[src/oneshot_timer_defines.vh]
// Constants for the edge-triggered one-shot timer
`ifndef ONESHOT_TIMER_DEFINES_VH
`define ONESHOT_TIMER_DEFINES_VH
`define OST_CNT_W 8
`define OST_MODE_W 5
`define OST_MODE_RISE 5'h09
`define OST_MODE_FALL 5'h0a
`define OST_MODE_BOTH 5'h0b
`define OST_CNT_RST 8'h00
`define OST_ST_OFF 2'h0
`define OST_ST_ARMED 2'h1
`define OST_ST_COUNT 2'h2
`endif

[src/edge_triggered_oneshot_timer.v]
// Edge-triggered one-shot period timer with PWM drive
//
// What this block does
// - After run is set, wait idle until a qualifying trigger edge.
// - On count equal to period value, clear own run bit.
// - Mode 01001 rising, 01010 falling, 01011 either edge starts the timer.
// - Run cleared then set again needs a fresh trigger edge to count.
// - Starting trigger edge asserts the PWM drive output.
// - PWM drops at pulse-width match, stays low after period halt.
`timescale 1ns/1ps
`default_nettype none
`include "oneshot_timer_defines.vh"
module edge_triggered_oneshot_timer (
	input wire clk_in, // 100 MHz clock
	input wire rst_n_in, // Async reset, active low
	input wire ce_in, // Clock enable, freezes state when low
	input wire run_set_in, // Pulse: software sets run bit
	input wire run_clr_in, // Pulse: software clears run bit
	input wire [`OST_MODE_W-1:0] mode_in, // Mode field
	input wire [`OST_CNT_W-1:0] period_value_register_in, // Period value
	input wire [`OST_CNT_W-1:0] pulse_width_compare_value_in, // PWM pulse width
	input wire external_trigger_source_in, // External trigger pin
	output reg run_out, // Run bit state
	output reg counting_out, // Timer is counting
	output reg [`OST_CNT_W-1:0] count_out, // Current count
	output reg period_match_out, // One-cycle pulse on period halt
	output reg pwm_drive_out // PWM drive to compare unit
);
	// State codes of the one-shot sequencer
	localparam [1:0] ST_OFF = 2'b00;
	localparam [1:0] ST_ARMED = 2'b01;
	localparam [1:0] ST_COUNT = 2'b10;

	reg [1:0] state_ff;
	reg [1:0] nxt_state;
	reg [`OST_CNT_W-1:0] nxt_count;
	reg nxt_pwm;
	reg nxt_match;
	reg nxt_run;
	reg nxt_counting;
	wire trig_edge;
	wire mode_ok;
	wire start_evt;
	wire stop_evt;
	wire period_hit;
	wire width_hit;

	// True for the three edge-start mode codes
	function mode_valid;
		input [`OST_MODE_W-1:0] mode;
		begin
			case (mode)
				`OST_MODE_RISE: mode_valid = 1'b1;
				`OST_MODE_FALL: mode_valid = 1'b1;
				`OST_MODE_BOTH: mode_valid = 1'b1;
				default: mode_valid = 1'b0;
			endcase
		end
	endfunction

	// Count against a compare value
	function count_hit;
		input [`OST_CNT_W-1:0] cnt;
		input [`OST_CNT_W-1:0] ref_val;
		begin
			count_hit = (cnt == ref_val);
		end
	endfunction

	// Wraps at the counter width on purpose
	function [`OST_CNT_W-1:0] count_inc;
		input [`OST_CNT_W-1:0] cnt;
		begin
			count_inc = cnt + 8'h01;
		end
	endfunction

	assign mode_ok = mode_valid(mode_in);
	// start needs armed state and edge
	assign start_evt = (state_ff == ST_ARMED) && trig_edge && mode_ok && !run_clr_in;
	// Clear wins over set and over a start
	assign stop_evt = run_clr_in;
	assign period_hit = (state_ff == ST_COUNT) && count_hit(count_out, period_value_register_in);
	assign width_hit = (state_ff == ST_COUNT) && count_hit(count_out, pulse_width_compare_value_in);

	trig_edge_detect u_edge (
		.clk_in(clk_in),
		.rst_n_in(rst_n_in),
		.ce_in(ce_in),
		.trig_in(external_trigger_source_in),
		.mode_in(mode_in),
		.edge_out(trig_edge)
	);

	// Sequencer: off, armed, counting
	always @* begin
		nxt_state = state_ff;
		case (state_ff)
			ST_OFF: begin
				// rearm waits for a new edge
				if (run_set_in && !stop_evt) begin
					nxt_state = ST_ARMED;
				end
			end
			ST_ARMED: begin
				if (stop_evt) begin
					nxt_state = ST_OFF;
				end else if (start_evt) begin
					nxt_state = ST_COUNT;
				end
			end
			ST_COUNT: begin
				if (stop_evt || period_hit) begin
					nxt_state = ST_OFF;
				end
			end
			default: begin
				nxt_state = ST_OFF;
			end
		endcase
	end

	// Counter: kept on a clear, restarts from zero
	always @* begin
		nxt_count = count_out;
		if (start_evt) begin
			nxt_count = `OST_CNT_RST;
		end else if ((state_ff == ST_COUNT) && !stop_evt) begin
			if (period_hit) begin
				nxt_count = `OST_CNT_RST;
			end else begin
				nxt_count = count_inc(count_out);
			end
		end
	end

	// PWM drive
	always @* begin
		nxt_pwm = pwm_drive_out;
		if (start_evt) begin
			nxt_pwm = 1'b1;
		end else if (state_ff == ST_COUNT) begin
			// drop on width, low after halt
			if (stop_evt || period_hit || width_hit) begin
				nxt_pwm = 1'b0;
			end
		end else if (state_ff != ST_ARMED) begin
			nxt_pwm = 1'b0;
		end
	end

	// Halt pulse and status flags
	always @* begin
		nxt_match = 1'b0;
		if (period_hit && !stop_evt) begin
			nxt_match = 1'b1;
		end
		nxt_run = (nxt_state != ST_OFF);
		nxt_counting = (nxt_state == ST_COUNT);
	end

	// Registers, all frozen while ce_in is low
	always @(posedge clk_in or negedge rst_n_in) begin
		if (!rst_n_in) begin
			state_ff <= ST_OFF;
		end else if (ce_in) begin
			state_ff <= nxt_state;
		end
	end

	always @(posedge clk_in or negedge rst_n_in) begin
		if (!rst_n_in) begin
			count_out <= `OST_CNT_RST;
		end else if (ce_in) begin
			count_out <= nxt_count;
		end
	end

	always @(posedge clk_in or negedge rst_n_in) begin
		if (!rst_n_in) begin
			pwm_drive_out <= 1'b0;
		end else if (ce_in) begin
			pwm_drive_out <= nxt_pwm;
		end
	end

	always @(posedge clk_in or negedge rst_n_in) begin
		if (!rst_n_in) begin
			period_match_out <= 1'b0;
		end else if (ce_in) begin
			period_match_out <= nxt_match;
		end
	end

	// run bit clears itself on halt
	always @(posedge clk_in or negedge rst_n_in) begin
		if (!rst_n_in) begin
			run_out <= 1'b0;
		end else if (ce_in) begin
			run_out <= nxt_run;
		end
	end

	always @(posedge clk_in or negedge rst_n_in) begin
		if (!rst_n_in) begin
			counting_out <= 1'b0;
		end else if (ce_in) begin
			counting_out <= nxt_counting;
		end
	end
endmodule
`default_nettype wire

[src/trig_edge_detect.v]
// Trigger pin synchroniser and edge qualifier
`timescale 1ns/1ps
`default_nettype none
`include "oneshot_timer_defines.vh"
module trig_edge_detect (
	input wire clk_in, // System clock
	input wire rst_n_in, // Async reset, active low
	input wire ce_in, // Clock enable
	input wire trig_in, // Raw external trigger pin
	input wire [`OST_MODE_W-1:0] mode_in, // Edge select mode
	output reg edge_out // Qualifying edge, one cycle
);
	reg sync1_ff;
	reg sync2_ff;
	reg sync3_ff;
	reg level_ff;
	wire agree;
	wire rise;
	wire fall;
	assign agree = (sync2_ff == sync3_ff);
	assign rise = agree && sync2_ff && !level_ff;
	assign fall = agree && !sync2_ff && level_ff;
	always @(posedge clk_in or negedge rst_n_in) begin
		if (!rst_n_in) begin
			sync1_ff <= 1'b0;
			sync2_ff <= 1'b0;
			sync3_ff <= 1'b0;
			level_ff <= 1'b0;
			edge_out <= 1'b0;
		end else if (ce_in) begin
			sync1_ff <= trig_in;
			sync2_ff <= sync1_ff;
			sync3_ff <= sync2_ff;
			if (agree) begin
				level_ff <= sync2_ff;
			end
			case (mode_in)
				`OST_MODE_RISE: edge_out <= rise;
				`OST_MODE_FALL: edge_out <= fall;
				`OST_MODE_BOTH: edge_out <= rise | fall;
				default: edge_out <= 1'b0;
			endcase
		end
	end
endmodule
`default_nettype wire

[config.mk]
export PLATFORM = sky130hd
export DESIGN_NAME = edge_triggered_oneshot_timer
export DESIGN_NICKNAME = d
export VERILOG_FILES = /design/src/edge_triggered_oneshot_timer.v /design/src/trig_edge_detect.v
export VERILOG_INCLUDE_DIRS = /design/src
export SDC_FILE = /design/constraint.sdc
export NUM_CORES = 1
export LEC_CHECK = 0
export BUFFER_PORTS_ARGS = -buffer_cell sky130_fd_sc_hd__buf_2
export CORE_UTILIZATION = 35
export CTS_CLUSTER_SIZE = 24
export DETAILED_ROUTE_END_ITERATION = 10
export SYNTH_ARGS = -nofsm -noshare
export SYNTH_HDL_FRONTEND = slang
export SYNTH_HIERARCHICAL = 1
export SYNTH_SLANG_ARGS = --single-unit
[constraint.sdc]
create_clock -name clk_in -period 1.8 [get_ports clk_in]
set_clock_uncertainty 0.1 [all_clocks]
set_input_delay 0.09 -clock clk_in [delete_from_list [all_inputs] [get_ports clk_in]]
set_output_delay 0.09 -clock clk_in [all_outputs]
set_load 0.005 [all_outputs]
==> results.cfg, run 1 <==
[outcome]
status = finished clean

[cells_and_area]
syn2layout_area_growth_pct = 28.91
regArea_um2 = 475.5
antenna_cells = 0
fillers = 354
drive_gt1_frac = 0.3636
final_cell_area_um2 = 1652
nNetsFinal = 218
final_core_util = 0.4835
multi_input_area_um2 = 753.2

[logic_synthesis]
synthDistinctLibCells = 37
async_flop_share = 1.000
synth.cell_area_um2 = 1281
ys_seq_elements = 19
synth-main-ff-cell = dfrtp_1
yosysSeqAreaShare = 0.3711
synth.avg_cell_area_um2 = 9.491
synthCells = 135
yosysWarnings = 6
synth_edf_count = 0
synth_nets = 165

[critical_path]
cp-start-kind = flop
critPathKind = flop to flop
r2r-end = count_out[6]$_DFFE_PN0P_
r2r_start = count_out[3]$_DFFE_PN0P_
regToRegSetupSlack_ps = 80
worst-r2r-cell-count = 5
crit_fanout = 6
crit_end = count_out[6]$_DFFE_PN0P_
cp.required_ps = 1870
crit_path_end_kind = flop
crit_start = count_out[3]$_DFFE_PN0P_
cp.arrival_ps = 1790

[power]
power_density_nw_per_um2 = 621.5
pwr-share-clk = 0.218
switching_share = 0.3250
pwr-share-seq = 0.482
p_comb_frac = 0.300
vdd_drop_max_mv = 0.3725
internal_power_uw = 692.8
p_sw_uw = 333.6
leakagePower_nw = 0.7378

[drt]
via_per_inst = 5.202
post_drt_wl_per_cell_um = 13.35
first_pass_iters = 4
antenna_left = 0
drc = 0
dr.first_iter.drc_count = 39
drt_wl_total_mm = 3.110
vias = 1212

[floorplanning]
design.core.area_um2 = 3416
io_pins = 39
die-area_um2 = 3907
start_util = 0.3751
rows = 21
die_y_um = 62.51
die_w_um = 62.51

[global_route]
antenna_found_initial = 0
grt_first_pass_wirelength_mm = 5.140
overflow = 0
grt_pass1_vias = 1085
grt_max_degree = 20
grt_usage = 0.1653

[sta]
setup_violations = 0
whs_ps = 3.123
max_freq_ghz = 0.5808
hold_violations = 0
period_share = 0.9565
slew_viol_final = 0
max-slew-margin-rel = 0.7002
tightest_slew_ps = 449.8
min_period_ps = 1722

[cts]
path_clk_slew_ps = 120
htree_levels = 1
numCtsBuffers = 3
clock_latency_ps = 300
cts_tree = yes
clockBufferDepth = 2
clkSinkCount = 19
cts-root-buf = clkbuf_4

[job]
cap_violations = 0

[placed_design]
dpl.hpwl_mm = 2.345
portBuffers = 38
placed_cell_area_um2 = 1573
gp_congestion = 0.8739

[min_path]
hold_class = input port to flop
[critical path, cell delays in order, from the launching register on]
cell and delay, ps:
dfrtp_1 420, xnor2_2 220, nand4_2 220, o41ai_4 320, buf_4 200, o211ai_1 120
[registers in the layout (all words and copies together), names as in the netlist]
signal and cells:
count_out 8, counting_out 1, period_match_out 1, pwm_drive_out 1
run_out 1, state_ff 2, u_edge/edge_out 1, u_edge/level_ff 1
u_edge/sync1_ff 1, u_edge/sync2_ff 1, u_edge/sync3_ff 1
[cells in the final DEF, fill, tap and decap left out, types with 3 or more instances in the layout]
| master | n |
|---|---|
| a31oi_1 | 3 |
| buf_2 | 38 |
| buf_4 | 14 |
| clkbuf_4 | 3 |
| dfrtp_1 | 19 |
| ha_1 | 3 |
| inv_1 | 5 |
| nand2_1 | 10 |
| nand3_1 | 3 |
| nor2_1 | 7 |
| nor3_1 | 3 |
| o211ai_1 | 13 |
| o21ai_0 | 18 |
| xnor2_1 | 7 |
| xor2_1 | 7 |
[metal layers]
| layer | vias to the layer above | wire length [um] | part of all wire | track usage |
|---|---|---|---|---|
| li1 | 600 | - | - | - |
| met1 | 564 | 1436 | 0.46 | 0.2338 |
| met2 | 46 | 1449 | 0.47 | 0.2582 |
| met3 | 2 | 205 | 0.066 | 0.02555 |
| met4 | 0 | 19 | 0.0061 | 0.04942 |
| met5 | - | 0 | 0 | 0 |
[power groups by stage]
stage | logic, mW | clock network [mW] | registers [mW]
final | 0.308 | 0.224 | 0.495
after global routing | 0.346 | 0.262 | 0.500
after CTS | 0.304 | 0.236 | 0.495
after detailed placement | 0.300 | 0 | 0.503
after global placement | 0.293 | 0 | 0.501
after floorplan | 0.148 | 0 | 0.518
[final cells by class]
cell class	count	area share
inverter	6	0.01364
clock buffer	3	0.01364
timing repair buffer	54	0.1909
clock inverter	1	0.003030
multi-input combinational	104	0.4561
tap	46	0.03485
sequential	19	0.2879
[per-stage QoR]
| stage | worst slack [ps] | setup TNS (ps) | total power, mW | instances |
|---|---|---|---|---|
| final | 78.34 | 0 | 1.026 | 233 |
| after global routing | -19.65 | -38.57 | 1.108 | 233 |
| after CTS | 22.00 | 0 | 1.035 | 231 |
| after detailed placement | 55.68 | 0 | 0.8027 | 225 |
| after global placement | 100.0 | 0 | 0.7940 | 225 |
| after floorplan | 128.1 | 0 | 0.6665 | 135 |
[logic make-up (layout without fill, tap and decap cells)]
kind of cell / count (synthesis) / count (layout) / share of synthesized area
AOI/OAI and AO/OA: 43 / 43 / 0.2266
xor gates and xnor gates: 16 / 16 / 0.1152
adders and majority gates: 3 / 3 / 0.02930
buffers and inverters: 12 / 64 / 0.05371
and+or+nand+nor: 40 / 40 / 0.1865
muxes: 2 / 2 / 0.01758
DFF: 19 / 19 / 0.3711
[how the worst min path moves through the flow]
stage	start	end	slack (ps)	cells after the start
after floorplan	rst_n_in	count_out[0]$_DFFE_PN0P_	-310	0
after CTS	ce_in	u_edge/sync2_ff$_DFFE_PN0P_	3	2
final	ce_in	u_edge/sync2_ff$_DFFE_PN0P_	3	2
after global placement	rst_n_in	count_out[1]$_DFFE_PN0P_	-30	1
after detailed placement	rst_n_in	count_out[1]$_DFFE_PN0P_	-30	1
after global routing	ce_in	u_edge/sync2_ff$_DFFE_PN0P_	10	2
[repair_timing]
action | in CTS | in global routing
hold buffers | 2 | 0
setup buffers | 0 | 2
resized for setup | 0 | 3
hold endpoints to repair | 20 | 0
endpoints found under the setup margin | 0 | 7
[Yosys cell counts (2+ instances only)]
cell type / count / area (um2)
a22o_1: 2 / 17.52
a31oi_1: 4 / 25.02
buf_6: 3 / 33.78
clkbuf_1: 2 / 7.510
dfrtp_1: 19 / 475.5
ha_1: 3 / 37.54
inv_1: 5 / 18.77
mux2_2: 2 / 22.52
nand2_1: 10 / 37.54
nand2b_1: 2 / 12.51
nand3_1: 3 / 15.01
nor2_1: 7 / 26.28
nor2b_1: 3 / 18.77
nor3_1: 3 / 15.01
nor4_1: 2 / 12.51
o211ai_1: 13 / 97.59
o21ai_0: 18 / 90.09
o31ai_1: 2 / 15.01
xnor2_1: 8 / 70.07
xor2_1: 7 / 61.31
No activity file was read; power rests on OpenSTA's default activity.
==> inputs of run 2 (changes only) <==
--- a/config.mk
+++ b/config.mk
@@ -10,6 +10,7 @@
 export CORE_UTILIZATION = 35
 export CTS_CLUSTER_SIZE = 24
 export DETAILED_ROUTE_END_ITERATION = 10
+export REMOVE_ABC_BUFFERS = 1
 export SYNTH_ARGS = -nofsm -noshare
 export SYNTH_HDL_FRONTEND = slang
 export SYNTH_HIERARCHICAL = 1
==> results.cfg, run 2 (same netlist as run 1, synthesis figures left out) <==
[drt]
vias = 1186
top_layer_used = met4
first_pass_iters = 4
post_drt_wl_per_cell_um = 13.91
via_per_inst = 5.090
drc = 0
drt_wl_total_mm = 3.240
dr.first_iter.drc_count = 16
dr_wl_met3_um = 141
route.met2.wl_mm = 1.575
wl_met1_mm = 1.508
antenna_left = 0

[outcome]
status = finished clean

[cells_and_area]
syn2layout_area_growth_pct = 27.64
drive_gt1_frac = 0.3476
largest_reg_flops = 8
nNetsFinal = 218
antenna_cells = 0
top_regs = count_out x8, state_ff x2
regMostFlops = count_out
final_cell_mix = buf_2, dfrtp_1, o21ai_0
fin_cells = 233
final_common_cell = buf_2
final_core_util = 0.4788

[floorplanning]
die_y_um = 62.51
die_w_um = 62.51
start_util = 0.3751
design.core.area_um2 = 3416
rows = 21
die-area_um2 = 3907
io_pins = 39

[global_route]
overflow = 0
grt_first_pass_wirelength_mm = 5.733
grt_usage = 0.1864
antenna_found_initial = 0
grt_pass1_vias = 1217
grt_max_degree = 20

[cts]
numCtsBuffers = 3
clkSinkCount = 19
cts_tree = yes
path_clk_slew_ps = 110
clock_latency_ps = 290
htree_levels = 1
clockBufferDepth = 2
ctsResizeCount = 0
cts-root-buf = clkbuf_4

[power]
leakagePower_nw = 0.7304
vdd_drop_max_mv = 0.2708
power_density_nw_per_um2 = 621.4

[critical_path]
critPathKind = flop to flop
cp.arrival_ps = 1790
crit_path_end_kind = flop
cp.required_ps = 1860
crit_fanout = 6
cp-start-kind = flop

[placed_design]
portBuffers = 38
dpl_worst_slack_ps = 106.9
post-place-cells = 227
dpl.hpwl_mm = 2.562
gp_congestion = 0.9050

[sta]
max_freq_ghz = 0.5803
max-slew-margin-rel = 0.6706
hold_violations = 0
grt_setup_unrepaired = no
slew_viol_final = 0
setup_violations = 0
min_period_ps = 1723
finalWorstSetupSlack_ps = 76.75
tightest_slew_ps = 492.4
period_share = 0.9574
setup_tns_ps = 0

[min_path]
hold_class = input port to flop

[job]
cap_violations = 0
==> run 2: cell counts in the layout (fill, tap and decap cells not counted) <==
No cell type changed its count.
==> run 2: area by class of cell <==
cell class | count | area (um2)
Clock inverter | 1 | 5.005
Fill cell | 355 | 1780
Multi-Input combinational cell | 104 | 737.0
Tap cell | 46 | 57.56
Inverter | 6 | 22.52
Sequential cell | 19 | 475.5
Timing Repair Buffer | 54 | 315.3
Clock buffer | 3 | 22.52
==> run 2: layer usage <==
metal	up-vias	GRT usage
met5	-	0
met1	551	0.2480
met2	33	0.2989
met3	2	0.03832
met4	0	0.06395
li1	600	-
==> run 2: final timing paths <==
path,startpoint,slack [ps],to,cells past startpoint
worst min register to register,u_edge/sync1_ff$_DFFE_PN0P_,400,u_edge/sync2_ff$_DFFE_PN0P_,2
worst max register to register,count_out[1]$_DFFE_PN0P_,80,count_out[3]$_DFFE_PN0P_,4
min in group asynchronous,rst_n_in,160,u_edge/edge_out$_DFFE_PN0P_,2
worst max-delay path,count_out[1]$_DFFE_PN0P_,80,count_out[3]$_DFFE_PN0P_,4
max in group asynchronous,rst_n_in,1140,count_out[7]$_DFFE_PN0P_,2
worst min-delay path,run_set_in,60,run_out$_DFFE_PN0P_,3
==> run 2: what timing repair did <==
item	in CTS	in global routing
buffers inserted	0	0
hold buffers	2	0
hold endpoints to repair	20	0
==> run 2: worst max-delay path, cell delays in order (launching register included) <==
cell and delay, ps:
dfrtp_1 400, xnor2_1 250, nand4_4 150, o41ai_4 510, o211ai_1 180
==> run 2: power breakdown <==
group,internal [mW],switching [mW]
Combinational,0.144,0.164
Sequential,0.466,0.0268
Clock,0.0827,0.133
Total,0.693,0.324
==> run 2: per-stage QoR <==
| stage | total power [mW] | instance area (um2) | hold WS, ps |
|---|---|---|---|
| 2_1_floorplan | 0.6640 | 1235 | -305.6 |
| 3_3_place_gp | 0.7985 | 1588 | -47.90 |
| 3_5_place_dp | 0.8098 | 1588 | -44.64 |
| 4_1_cts | 1.029 | 1635 | 57.58 |
| 5_1_grt | 1.112 | 1635 | 40.94 |
| 6_report | 1.016 | 1635 | 60.97 |
==> inputs of run 3 (changes only) <==
--- a/config.mk
+++ b/config.mk
@@ -7,7 +7,7 @@
 export NUM_CORES = 1
 export LEC_CHECK = 0
 export BUFFER_PORTS_ARGS = -buffer_cell sky130_fd_sc_hd__buf_2
-export CORE_UTILIZATION = 35
+export CORE_UTILIZATION = 25
 export CTS_CLUSTER_SIZE = 24
 export DETAILED_ROUTE_END_ITERATION = 10
 export REMOVE_ABC_BUFFERS = 1
==> constraint.sdc (replaced) <==
create_clock -name clk_in -period 1.8 [get_ports clk_in]
set_clock_uncertainty 0.1 [all_clocks]
set_input_delay 0.36 -clock clk_in [delete_from_list [all_inputs] [get_ports clk_in]]
set_output_delay 0.36 -clock clk_in [all_outputs]
set_load 0.005 [all_outputs]
==> results.cfg, run 3 (same netlist as run 1, synthesis figures left out) <==
[power]
leakagePower_nw = 0.7599
power_mw = 1.137
vdd_drop_max_mv = 0.2094
power_density_nw_per_um2 = 662.0

[floorplanning]
io_pins = 39
die_w_um = 73.59
die-area_um2 = 5415
start_util = 0.2660
design.core.area_um2 = 4817
rows = 25
die_y_um = 73.59

[global_route]
grt_pass1_vias = 1156
grt_usage = 0.1312
antenna_found_initial = 0
grt_first_pass_wirelength_mm = 5.361
grt_max_degree = 20
overflow = 0

[cells_and_area]
antenna_cells = 0
fin_cells = 259
syn2layout_area_growth_pct = 34.08
top_regs = count_out x8, state_ff x2
regMostFlops = count_out
nNetsFinal = 223
largest_reg_flops = 8
final_common_cell = buf_2
final_cell_mix = buf_2, buf_4, dfrtp_1
drive_gt1_frac = 0.3698

[critical_path]
crit_fanout = 9
crit_path_end_kind = flop
regToRegSetupSlack_ps = 110
r2r_start = count_out[1]$_DFFE_PN0P_
worst-r2r-cell-count = 6
cp.arrival_ps = 1730
cp.required_ps = 1840
r2r-end = state_ff[1]$_DFFE_PN0P_
critPathKind = flop to flop
cp-start-kind = flop

[sta]
setup_violations = 0
hold_violations = 0
slew_viol_final = 0
grt_setup_unrepaired = no
max-slew-margin-rel = 0.7030
period_share = 0.9401
max_freq_ghz = 0.5909
min_period_ps = 1692
setup_tns_ps = 0
tightest_slew_ps = 445.4

[cts]
path_clk_slew_ps = 80
clkSinkCount = 19
htree_levels = 1
cts_tree = yes
cts-root-buf = clkbuf_8
clock_latency_ps = 270
post_cts_buffers = 0
numCtsBuffers = 3
clockBufferDepth = 2

[job]
cap_violations = 0

[drt]
wl_met1_mm = 1.558
antenna_left = 0
vias = 1222
via_per_inst = 4.718
route.met2.wl_mm = 1.507
dr.first_iter.drc_count = 94
first_pass_iters = 4
dr_wl_met3_um = 138
drc = 0
drt_wl_total_mm = 3.266
top_layer_used = met4
post_drt_wl_per_cell_um = 12.61

[outcome]
status = finished clean

[placed_design]
dpl.hpwl_mm = 2.545
gp_congestion = 0.8235
portBuffers = 38
post-place-cells = 254

[min_path]
hp-start = external_trigger_source_in
hold_class = input port to flop
hold_end = u_edge/sync1_ff$_DFFE_PN0P_
min_path_cells = 2
run 3: cell count changes in the layout (fill, tap and decap cells not counted):
cell           delta
buf_4             +6
clkbuf_4          -3
clkbuf_8          +3
clkinv_2          -1
clkinvlp_4        +1
dlygate4sd3_1     -1
o21ai_0           -1
o21ai_1           +1
run 3: worst max path at each step:
stage / startpoint / endpoint
global placement: mode_in[2] / count_out[5]$_DFFE_PN0P_
CTS: count_out[1]$_DFFE_PN0P_ / state_ff[1]$_DFFE_PN0P_
floorplan: count_out[1]$_DFFE_PN0P_ / count_out[2]$_DFFE_PN0P_
finish: count_out[1]$_DFFE_PN0P_ / state_ff[1]$_DFFE_PN0P_
detailed placement: mode_in[2] / count_out[5]$_DFFE_PN0P_
global route: count_out[1]$_DFFE_PN0P_ / count_out[5]$_DFFE_PN0P_
run 3: area by class of cell:
class                   instances  area, um2
flip-flops and latches         19      475.5
clock buffers                   3      41.29
well taps                      67      83.83
repair buffers                 59      350.3
multi-input cells             104      737.0
fillers                       519       3099
clock inverters                 1      7.507
inverters                       6      22.52
run 3: power breakdown:
part,switching [mW],internal [mW],total (mW)
clock network,0.167,0.157,0.323
registers,0.0332,0.466,0.499
logic,0.160,0.155,0.314
total,0.360,0.777,1.14
run 3: metal layers:
| metal | vias up | global-route usage |
|---|---|---|
| met5 | - | 0 |
| met4 | 0 | 0.05128 |
| met3 | 5 | 0.01646 |
| met2 | 38 | 0.1998 |
| met1 | 571 | 0.1875 |
| li1 | 608 | - |
run 3: worst max-delay path: stages, from the launching register on:
cell	delay [ps]
dfrtp_1	410
xnor2_1	190
buf_4	150
nand4_4	110
buf_4	190
o21ai_1	280
o211ai_1	140
run 3: repair_timing:
item,CTS,global route
resized for setup,0,1
hold buffers,1,0
hold endpoints to repair,19,0
endpoints found under the setup margin,0,1
run 3: per-stage QoR:
stage                     worst slack (ps)    util  hold WS (ps)  cell area, um2
final                                107.8  0.3566         230.3            1718
after global routing                 27.74  0.3566         235.2            1718
after CTS                            93.23  0.3566         228.9            1718
after detailed placement             41.48  0.3444         245.5            1659
after global placement               29.48  0.3444         234.5            1659
after floorplan                      128.1       -        -35.59            1235
